`src/core/ocfl_regs.vh`:
```
`ifndef OCFL_REGS_VH
`define OCFL_REGS_VH
// command code of the limit register on the management link
`define OCFL_CMD_CODE 8'h46
// linear format layout
`define OCFL_EXP_MSB 15
`define OCFL_EXP_LSB 11
`define OCFL_MAN_MSB 10
`define OCFL_MAN_LSB 0
`define OCFL_EXP_FIXED 5'h1f
`define OCFL_MAN_RESET 11'h03c
`define OCFL_MAN_MIN 11'h006
`define OCFL_MAN_MAX 11'h064
// page selections
`define OCFL_PAGE_CH1 8'h00
`define OCFL_PAGE_CH2 8'h01
`define OCFL_PAGE_BOTH 8'h0b
`endif

```
`src/core/ocfl_chan.v`:
```
`timescale 1ns/1ps
`include "ocfl_regs.vh"
// one channel's mantissa store and over-current compare
module ocfl_chan (
   input wire clk_in,
   input wire rst_n_in,
   input wire ce_in,
   input wire wr_in,
   input wire [10:0] man_in,
   input wire [15:0] iout_in,
   output wire [10:0] man_out,
   output wire oc_out
);
   reg [10:0] man_ff;
   wire [10:0] nxt_man;
   // only the mantissa bits take writes; range checks live in the parent
   assign nxt_man = wr_in ? man_in : man_ff;
   always @(posedge clk_in) begin
      if (!rst_n_in) begin
         man_ff <= `OCFL_MAN_RESET;
      end else if (ce_in) begin
         man_ff <= nxt_man;
      end
   end
   assign man_out = man_ff;
   // signed compare: current word shares the limit's 0.5 a lsb
   assign oc_out = ($signed(iout_in) >= $signed({{5{man_ff[10]}}, man_ff}));
endmodule // ocfl_chan

```
`src/core/ocfl_top.v`:
```
`timescale 1ns/1ps
`include "ocfl_regs.vh"
// Behaviour
// - exponent lives in bits 15:11 and reads as -1, giving 0.5 a steps
// - exponent never changes, whatever is written
// - eleven-bit mantissa in bits 10:0, resets to 60 (30 a)
// - writes to read-only bits are dropped, mantissa bits are taken
// - one copy per channel; page 0, page 1, page 11 both
// - limit below warning limit sets cml and ivd bits and alert
// - write to channel two as slave is nacked, flags ivc and alert
module ocfl_top (
   input wire clk_in,
   input wire rst_n_in,
   input wire ce_in,
   input wire [7:0] page_in,
   input wire [7:0] cmd_in,
   input wire wr_in,
   input wire rd_in,
   input wire [15:0] wdata_in,
   input wire ch2_slave_in,
   input wire [15:0] warn_limit_ch1_in,
   input wire [15:0] warn_limit_ch2_in,
   input wire [15:0] iout_ch1_in,
   input wire [15:0] iout_ch2_in,
   input wire clear_faults_in,
   output reg [15:0] rdata_out,
   output reg rvalid_out,
   output reg ack_out,
   output reg nack_out,
   output reg cml_out,
   output reg ivd_out,
   output reg invalid_command_flag_out,
   output reg alert_out,
   output reg [1:0] oc_fault_out
);
   // command decode
   wire hit;
   wire rd_hit;
   wire wr_hit;
   // page decode
   wire sel_ch1;
   wire sel_ch2;
   wire rd_ch2;
   // written word checks
   wire [10:0] wman;
   wire [10:0] warn_man_ch1;
   wire [10:0] warn_man_ch2;
   wire range_bad;
   wire below_warn_ch1;
   wire below_warn_ch2;
   wire below_warn;
   wire data_bad;
   wire slave_block;
   wire wr_ok;
   // per-channel store
   wire [10:0] man_ch [0:1];
   wire [15:0] iout_ch [0:1];
   wire [1:0] oc_now;
   wire [1:0] wr_ch;
   // next values of the registered outputs
   reg [15:0] nxt_rdata;
   wire nxt_rvalid;
   wire nxt_ack;
   wire nxt_nack;
   wire set_data_fault;
   wire set_cmd_fault;
   wire set_alert;
   wire [1:0] nxt_oc_fault;

   // measured currents indexed by channel for the generate loop
   assign iout_ch[0] = iout_ch1_in;
   assign iout_ch[1] = iout_ch2_in;

   // a transfer is ours only when the command code matches
   assign hit = (cmd_in == `OCFL_CMD_CODE);
   assign rd_hit = rd_in && hit;
   assign wr_hit = wr_in && hit;

   // page decode: ch2 slot only reachable for ch2 page or joint page
   assign sel_ch1 = (page_in == `OCFL_PAGE_CH1) || (page_in == `OCFL_PAGE_BOTH);
   assign sel_ch2 = (page_in == `OCFL_PAGE_CH2) || (page_in == `OCFL_PAGE_BOTH);
   // joint page and a slave ch2 both read back channel one's copy
   assign rd_ch2 = (page_in == `OCFL_PAGE_CH2) && !ch2_slave_in;

   // top five bits of the written word are read-only and never looked at
   assign wman = wdata_in[`OCFL_MAN_MSB:`OCFL_MAN_LSB];

   // signed range check keeps negative mantissas out too
   assign range_bad = ($signed(wman) < $signed(`OCFL_MAN_MIN)) ||
                      ($signed(wman) > $signed(`OCFL_MAN_MAX));

   // warning words carry the same fixed exponent, so mantissas compare directly;
   // a raw word compare would let the ignored top bits decide the result
   assign warn_man_ch1 = warn_limit_ch1_in[`OCFL_MAN_MSB:`OCFL_MAN_LSB];
   assign warn_man_ch2 = warn_limit_ch2_in[`OCFL_MAN_MSB:`OCFL_MAN_LSB];
   assign below_warn_ch1 = sel_ch1 && ($signed(wman) < $signed(warn_man_ch1));
   assign below_warn_ch2 = sel_ch2 && ($signed(wman) < $signed(warn_man_ch2));
   assign below_warn = below_warn_ch1 || below_warn_ch2;
   assign data_bad = below_warn || range_bad;

   // a slave ch2 may not be written, alone or through the joint page
   assign slave_block = sel_ch2 && ch2_slave_in;

   // a store needs a clean word on a writable page
   assign wr_ok = wr_hit && !slave_block && !data_bad;
   // a refused joint write stores in neither channel
   assign wr_ch[0] = wr_ok && sel_ch1;
   assign wr_ch[1] = wr_ok && sel_ch2;

   // one mantissa store and compare per channel
   genvar g;
   generate
      for (g = 0; g < 2; g = g + 1) begin : g_ch
         ocfl_chan ocfl_chan_i (
            .clk_in(clk_in),
            .rst_n_in(rst_n_in),
            .ce_in(ce_in),
            .wr_in(wr_ch[g]),
            .man_in(wman),
            .iout_in(iout_ch[g]),
            .man_out(man_ch[g]),
            .oc_out(oc_now[g])
         );
      end
   endgenerate

   // read word: exponent is a constant, never stored
   always @* begin
      nxt_rdata = rdata_out;
      if (rd_hit) begin
         if (rd_ch2) begin
            nxt_rdata = {`OCFL_EXP_FIXED, man_ch[1]};
         end else begin
            nxt_rdata = {`OCFL_EXP_FIXED, man_ch[0]};
         end
      end
   end

   // bus answers: ack also for a word refused for its value, nack for a slave page
   assign nxt_rvalid = rd_hit;
   assign nxt_ack = wr_hit && !slave_block;
   assign nxt_nack = wr_hit && slave_block;

   // fault events that set the sticky status bits
   assign set_data_fault = wr_hit && !slave_block && data_bad;
   assign set_cmd_fault = wr_hit && slave_block;
   assign set_alert = set_data_fault || set_cmd_fault;

   // a slave ch2 is watched through the master's compare, so its bit stays low
   assign nxt_oc_fault[0] = oc_now[0];
   assign nxt_oc_fault[1] = ch2_slave_in ? 1'b0 : oc_now[1];

   // read path and bus answers
   always @(posedge clk_in) begin
      if (!rst_n_in) begin
         rdata_out <= 16'h0000;
         rvalid_out <= 1'b0;
         ack_out <= 1'b0;
         nack_out <= 1'b0;
      end else if (ce_in) begin
         rdata_out <= nxt_rdata;
         rvalid_out <= nxt_rvalid;
         ack_out <= nxt_ack;
         nack_out <= nxt_nack;
      end
   end

   // data fault bits are sticky; a new event beats a same-cycle clear
   always @(posedge clk_in) begin
      if (!rst_n_in) begin
         cml_out <= 1'b0;
         ivd_out <= 1'b0;
      end else if (ce_in) begin
         if (set_data_fault) begin
            cml_out <= 1'b1;
            ivd_out <= 1'b1;
         end else if (clear_faults_in) begin
            cml_out <= 1'b0;
            ivd_out <= 1'b0;
         end
      end
   end

   // invalid command bit, same set-over-clear priority
   always @(posedge clk_in) begin
      if (!rst_n_in) begin
         invalid_command_flag_out <= 1'b0;
      end else if (ce_in) begin
         if (set_cmd_fault) begin
            invalid_command_flag_out <= 1'b1;
         end else if (clear_faults_in) begin
            invalid_command_flag_out <= 1'b0;
         end
      end
   end

   // alert stays up until the host clears the faults behind it
   always @(posedge clk_in) begin
      if (!rst_n_in) begin
         alert_out <= 1'b0;
      end else if (ce_in) begin
         if (set_alert) begin
            alert_out <= 1'b1;
         end else if (clear_faults_in) begin
            alert_out <= 1'b0;
         end
      end
   end

   // over-current bits are levels that follow the compares
   always @(posedge clk_in) begin
      if (!rst_n_in) begin
         oc_fault_out <= 2'h0;
      end else if (ce_in) begin
         oc_fault_out <= nxt_oc_fault;
      end
   end
endmodule // ocfl_top

```
`config.mk`:
```
export PLATFORM = sky130hd
export DESIGN_NAME = ocfl_top
export DESIGN_NICKNAME = d
export VERILOG_FILES = /design/src/core/ocfl_chan.v /design/src/core/ocfl_top.v
export VERILOG_INCLUDE_DIRS = /design/src /design/src/core
export SDC_FILE = /design/constraint.sdc
export NUM_CORES = 1
export LEC_CHECK = 0
export ABC_AREA = 1
export BUFFER_PORTS_ARGS = -buffer_cell sky130_fd_sc_hd__buf_2
export CAP_MARGIN = 20
export CORE_ASPECT_RATIO = 1.75
export CORE_MARGIN = 3
export CORE_UTILIZATION = 45
export DETAILED_ROUTE_END_ITERATION = 8
export HOLD_SLACK_MARGIN = 0.15
export PLACE_DENSITY = 0.78
export SYNTH_ARGS = -nofsm -noshare
export SYNTH_HDL_FRONTEND = slang
export SYNTH_HIERARCHICAL = 1
export SYNTH_SLANG_ARGS = --single-unit
```
`constraint.sdc`:
```
create_clock -name clk_in -period 1.6 [get_ports clk_in]
set_input_delay 0.08 -clock clk_in [delete_from_list [all_inputs] [get_ports clk_in]]
set_output_delay 0.08 -clock clk_in [all_outputs]
set_load 0.05 [all_outputs]
```
=== Word-level counts from Yosys, hierarchy flattened ===
Index checks and enable logic that the tools add are counted.

* Bits in registers: 46
* Output and inout bits: 25

* Equality and inequality tests: 3
* Multiplexer cells: 6
* Reductions and logical operators: 31
* $lt $le $gt $ge: 6

{| class="wikitable"
|+ Operators by type and width
! kind !! count
|-
| $ge A16 B11 Y1 || 2
|-
| $lt A11 B11 Y1 || 2
|-
| $logic_and A1 B1 Y1 || 12
|-
| $reduce_and A2 Y1 || 6
|-
| $gt A11 B8 Y1 const B || 1
|-
| $lt A11 B4 Y1 const B || 1
|-
| $mux W11 || 1
|-
| $eq A8 B1 Y1 const B || 1
|-
| $eq A8 B4 Y1 const B || 1
|-
| $eq A8 B7 Y1 const B || 1
|-
| $logic_not A8 Y1 || 1
|-
| $logic_or A1 B1 Y1 || 6
|-
| $reduce_bool A2 Y1 || 3
|-
| $mux W1 || 5
|-
| $logic_not A1 Y1 || 3
|}

=== Depth between registers and ports, before layout ===
* Depth in word-level cells: 9
* Mapped depth: 16
* Depth with buffers taken out: 16

=== Modules after synthesis ===
Netlist, hierarchy kept.

{| class="wikitable"
|+ Modules (own cells, without submodules)
! module !! cells each !! area each (um^2) !! instances
|-
| ocfl_top || 245 || 1,646.6 || 1
|-
| ocfl_chan || 107 || 785.8 || 2
|}

=== Worst setup path after synthesis ===
OpenSTA, ideal clock, no wires.

* Kind: input-to-reg
* Start point: input warn_limit_ch1_in[10]
* End point: register g_ch[0].ocfl_chan_i.man_ff[1]
* Cell stages on the path: 12
* Required time: 1.481 ns
* Arrival time: 1.656 ns
* Path slack: -0.175 ns
* Buffers on the path: 1
* Setup time: 0.119 ns
* Cells stage by stage: inv_1 ha_1 a21o_2 nor2_1 nand4_1 nand3_2 nand3_2 nor3b_2 nand2_1 buf_2 o21ai_0 a21oi_1

* Word-level cells in the longest chain between the ends: 8

{| class="wikitable"
|+ Ends and longest elaborated chain
! what !! line !! RTL
|-
| start, declared || ocfl_top.v:21 || <nowiki>input wire [15:0] warn_limit_ch1_in,</nowiki>
|-
| $lt A11 B11 Y1 || ocfl_top.v:96 || <nowiki>assign below_warn_ch1 = sel_ch1 && ($signed(wman) < $signed(warn_man_ch1));</nowiki>
|-
| $logic_and A1 B1 Y1 || ocfl_top.v:96 ||
|-
| $logic_or A1 B1 Y1 || ocfl_top.v:98 || <nowiki>assign below_warn = below_warn_ch1 || below_warn_ch2;</nowiki>
|-
| $logic_or A1 B1 Y1 || ocfl_top.v:99 || <nowiki>assign data_bad = below_warn || range_bad;</nowiki>
|-
| $logic_not A1 Y1 || ocfl_top.v:105 || <nowiki>assign wr_ok = wr_hit && !slave_block && !data_bad;</nowiki>
|-
| $logic_and A1 B1 Y1 || ocfl_top.v:105 ||
|-
| $logic_and A1 B1 Y1 || ocfl_top.v:107 || <nowiki>assign wr_ch[0] = wr_ok && sel_ch1;</nowiki>
|-
| named net wr_ch[0] || ocfl_top.v:59 || <nowiki>wire [1:0] wr_ch;</nowiki>
|-
| $reduce_and A2 Y1 (no source line) || - ||
|-
| end signal, assigned || ocfl_chan.v:20 || <nowiki>man_ff <= `OCFL_MAN_RESET;</nowiki>
|-
| end signal, assigned || ocfl_chan.v:22 || <nowiki>man_ff <= nxt_man;</nowiki>
|-
| end, declared || ocfl_chan.v:14 || <nowiki>reg [10:0] man_ff;</nowiki>
|}

The timed path passes the listed nets, and every way through them passes these cells.
A chain may end at the register's enable or synchronous reset.

=== Final worst setup path ===
* Start point: input wdata_in[5]
* End point: register g_ch[1].ocfl_chan_i.man_ff[1]

* Word-level cells in the longest chain between the ends: 8
* Elaborated cells on any way between the ends: 13
* Classes of those cells: order compare (4); reduce/logical (9)

{| class="wikitable"
|+ Ends and longest elaborated chain
! what !! line !! RTL
|-
| start, declared || ocfl_top.v:19 || <nowiki>input wire [15:0] wdata_in,</nowiki>
|-
| $lt A11 B11 Y1 (on tied branches) || ocfl_top.v:96, ocfl_top.v:97 ||
|-
| $logic_and A1 B1 Y1 (on tied branches) || ocfl_top.v:96, ocfl_top.v:97 ||
|-
| $logic_or A1 B1 Y1 || ocfl_top.v:98 ||
|-
| $logic_or A1 B1 Y1 (*) || ocfl_top.v:99 ||
|-
| $logic_not A1 Y1 (*) || ocfl_top.v:105 ||
|-
| $logic_and A1 B1 Y1 (*) || ocfl_top.v:105 ||
|-
| $logic_and A1 B1 Y1 (*) || ocfl_top.v:108 || <nowiki>assign wr_ch[1] = wr_ok && sel_ch2;</nowiki>
|-
| named net wr_ch[1] || ocfl_top.v:59 ||
|-
| $reduce_and A2 Y1 (no source line) (*) || - ||
|-
| end signal, assigned || ocfl_chan.v:20 ||
|-
| end signal, assigned || ocfl_chan.v:22 ||
|-
| end, declared || ocfl_chan.v:14 ||
|}

The timed path passes the listed nets; every way through them passes the cells marked *.

==> implementation parameters <==
Parameter                              Value

Min path
  Cells on Worst Hold Path ... 4
  Class of the tightest hold or removal check ... in2reg
  Hold worst-path end ... g_ch[0].ocfl_chan_i/man_out[4]
  Hold Crit Start ... wdata_in[4]

Global routing
  Wire length of the first global-routing pass ... 15600 um
  Vias in the first global route ... 3681
  Total routing resource utilization after global routing ... 23.1%
  Initial antenna violation count ... 0
  Aggregate global routing overflow ... 0
  Maximum number of pins on one net before global-route repair ... 37

STA
  Count of endpoints failing setup in the final report ... 23
  Max transition margin ... 55.7%
  Period minus WS final ... 1.74 ns
  Highest clock rate ... 0.574 GHz
  Post-Route Skew ... 0.00756 ns
  Final slew viol count ... 0
  Worst-case setup margin in the final layout ... -0.144 ns
  Fraction of the cycle the final worst path needs ... 109%
  RSZ-0062 raised after global routing ... true
  Tightest hold margin ... 0.167 ns
  Final Hold Violating Endpoints ... 0
  Transition at the pin with the smallest max-transition slack ... 0.665 ns

Worst setup path
  Category of the critical setup timing path ... in2reg
  Critical register-to-register path endpoint ... oc_fault_out[1]
  CP Max Fanout ... 6
  Cell class contributing the biggest share of worst-path delay ... simple AND/OR/NAND/NOR gates
  Count of cells along the worst register-to-register path ... 14
  CP Data Required Time ... 1.77 ns
  Launching point of the worst reg2reg path ... g_ch[1].ocfl_chan_i/man_out[1]
  Most used cell, CP ... sky130_fd_sc_hd__nand2_2
  Max incr delay on CP ... 0.30 ns
  Arrival time reported for the critical path endpoint ... 1.92 ns
  Slack of the worst reg-to-reg path ... -0.04 ns
  Startpoint type of the worst setup path ... input port
  Cells traversed along the worst timing path ... buf_4 -> ha_4 -> nand2_4 -> inv_1 -> nand2_1 -> nand2_1 -> nand2_2 -> nand3_2 -> nand2_2 -> nand3_2 -> nand3_4 -> nor3b_4 -> nand2_2 -> o21ai_1 -> a21oi_2
  Logic depth of the worst path, buffers included ... 15
  Setup crit end kind ... register
  Slowest CP cell ... sky130_fd_sc_hd__nor3b_4
  Critical path buffer and inverter count ... 2

Yosys
  Synth Area per Inst ... 7.01 um2
  Ranking of synthesized cells by area ... sky130_fd_sc_hd__dfxtp_1 26%, sky130_fd_sc_hd__ha_1 20%, sky130_fd_sc_hd__nand2_1 11%
  Post-Synthesis Cell Area ... 0.00322 mm2
  List of most frequent post-synthesis cells ... 95 x sky130_fd_sc_hd__nand2_1, 71 x sky130_fd_sc_hd__inv_1, 52 x sky130_fd_sc_hd__ha_1
  Post-synth top area cell ... sky130_fd_sc_hd__dfxtp_1
  Async set or reset register ratio after synthesis ... 0%
  Nets in the synthesized netlist ... 614
  Top-area cell type share of the netlist area ... 26.1%
  Number of flip-flops and latches in the synthesized netlist ... 42
  Mapped Cells ... 459
  Number of distinct standard cells referenced by the synthesized netlist ... 29
  YS warnings ... 6
  Most used standard cell by instance count after synthesis ... sky130_fd_sc_hd__nand2_1
  Post-synth top flop ... sky130_fd_sc_hd__dfxtp_1
  Sequential cell area fraction in the yosys report ... 26.1%
  Count of flip-flops with a built-in enable after synthesis ... 0

Drt
  Number of vias per cell after detailed routing ... 5.37
  Number of vias after detailed routing ... 3678
  Count of routing violations after the opening detailed-route iteration ... 214
  Aggregate routed wire length ... 10600 um
  Wire per inst ... 15.4 um
  Routed Antenna Nets ... 0
  Detailed-router iteration count before antenna repair ... 5
  DR DRC count ... 0

Clock network
  Number of sinks on the clock net ... 42
  Clock H-tree levels ... 2
  Maximum clock path buffer count ... 2
  TritonCTS Buffers ... 5
  Clock transition time at the flip-flop clock pins of the worst setup and hold paths ... 0.06 ns
  Clock tree from TritonCTS ... yes
  Root cell of the clock tree ... sky130_fd_sc_hd__clkbuf_16
  Clock insertion delay at the later pin of the skew report ... 0.28 ns

Final layout
  Relative area change from synthesis to final layout ... 54.0%
  Proportion of layout cells with a drive suffix above 1 ... 46.4%
  Net count reported at finish ... 755
  Number of antenna cells inserted ... 0
  Final Cell Area ... 0.00496 mm2

Job
  Maximum Capacitance Violations ... 0

Placement
  Half-perimeter wire length of the detailed placement result ... 7550 um
  Final GP Congestion ... 0.910
  Port Buffer Count ... 112
  Post-Place Cell Area ... 0.00417 mm2

Pwr
  Pwr dens ... 560 mW/mm2
  Peak supply drop ... 0.372 mV
  Lkg Pwr ... 0.00239 uW

Floorplanning
  Number of top-level pins ... 128
  Initial core utilization ... 46.6%
  Die width ... 69.9 um
  Core Area ... 0.00691 mm2
  Die height ... 118 um
  Std cell rows ... 40
  Die Outline Area ... 0.00824 mm2

Status
  Failing checks ... setup timing
  Status ... finished with violations
==> layer usage <==
metal	global-route usage, %	part of all wire [%]	up-vias
met5	0	0	-
met4	12.2	5.4	0
met3	3.93	5.7	44
met2	46.0	56	152
met1	21.3	33	1672
li1	-	-	1810
==> power breakdown <==
group	switching, uW	internal, uW
combinational	388	357
sequential	1.84	1050
clock	400	578
total	790	1980
==> final cells by class <==
class | count | area, um2
Multi-Input combinational cell | 331 | 2590
Fill cell | 519 | 1950
Timing Repair Buffer | 146 | 955
Sequential cell | 42 | 846
Inverter | 73 | 312
Clock buffer | 6 | 129
Tap cell | 84 | 105
Clock inverter | 2 | 13.8
Timing Repair inverter | 1 | 7.51
==> registers in the layout (all words and copies together), names as in the netlist <==
signal                    cells
ivd_out                       1
g_ch.ocfl_chan_i/man_out     22
ack_out                       1
rdata_out                    12
oc_fault_out                  2
nack_out                      1
alert_out                     1
rvalid_out                    1
invalid_command_flag_out      1
==> worst max-delay path by stage <==
stage                                      to             startpoint  slack, ns
2_1_floorplan  g_ch[0].ocfl_chan_i/man_out[1]  warn_limit_ch1_in[10]      -0.06
3_3_place_gp   g_ch[1].ocfl_chan_i/man_out[4]  warn_limit_ch1_in[10]      -0.42
3_5_place_dp   g_ch[1].ocfl_chan_i/man_out[2]  warn_limit_ch1_in[10]      -0.48
4_1_cts        g_ch[1].ocfl_chan_i/man_out[2]           wdata_in[10]      -0.05
5_1_grt        g_ch[1].ocfl_chan_i/man_out[2]   warn_limit_ch1_in[4]      -0.22
6_report       g_ch[1].ocfl_chan_i/man_out[1]            wdata_in[5]      -0.14
==> through the flow <==
step                instances  setup TNS, ns  setup slack (ns)  total power, uW  utilization, %
floorplan                 459         -0.426           -0.0604             1370               -
global placement          669          -8.61            -0.420             1600            60.3
detailed placement        669          -9.52            -0.480             1630            60.3
CTS                       685         -0.339           -0.0502             2660            67.2
global route              685          -3.94            -0.219             2880            71.8
finish                    685          -2.38            -0.144             2770            71.8
==> worst register-to-register path: cells and delay by family (launching register included) <==
family	cells	cell delay, ns
and+or+nand+nor	11	0.66
DFF	1	0.34
adders and majority gates	1	0.30
AOI/OAI and AO/OA	1	0.13
buffers and inverters	1	0.11
==> cells in the final DEF, fill, tap and decap left out, types with 8 or more instances in the layout <==
master / n
sky130_fd_sc_hd__a21oi_2: 16
sky130_fd_sc_hd__o21ai_2: 8
sky130_fd_sc_hd__a21oi_1: 22
sky130_fd_sc_hd__nor2_1: 32
sky130_fd_sc_hd__ha_1: 26
sky130_fd_sc_hd__nand2_1: 78
sky130_fd_sc_hd__inv_2: 11
sky130_fd_sc_hd__buf_2: 96
sky130_fd_sc_hd__buf_6: 15
sky130_fd_sc_hd__dfxtp_1: 38
sky130_fd_sc_hd__inv_4: 8
sky130_fd_sc_hd__o21ai_1: 15
sky130_fd_sc_hd__nand2_2: 16
sky130_fd_sc_hd__a31oi_1: 11
sky130_fd_sc_hd__o211ai_1: 8
sky130_fd_sc_hd__o21ai_0: 18
sky130_fd_sc_hd__ha_4: 26
sky130_fd_sc_hd__nand2_4: 8
sky130_fd_sc_hd__inv_1: 52
sky130_fd_sc_hd__buf_4: 30
sky130_fd_sc_hd__nand3_1: 12
==> timing repair <==
| action | CTS | global route |
|---|---|---|
| gates resized for setup | 59 | 75 |
| buffers inserted | 4 | 0 |
| pin swaps | 24 | 34 |
| cloned | 3 | 0 |
| endpoints found under the hold margin | 1 | 0 |
| hold buffers | 1 | 0 |
| setup endpoints to repair | 24 | 26 |
==> cells by family after synthesis <==
kind of cell	Yosys count	synth area share [%]
AO/OA/AOI/OAI	103	17.9
buffers and inverters	88	11.3
AND/OR/NAND/NOR	174	24.4
flip-flops	42	26.1
adder cells (fa/ha/maj)	52	20.2
No activity file was read; power rests on OpenSTA's default activity.
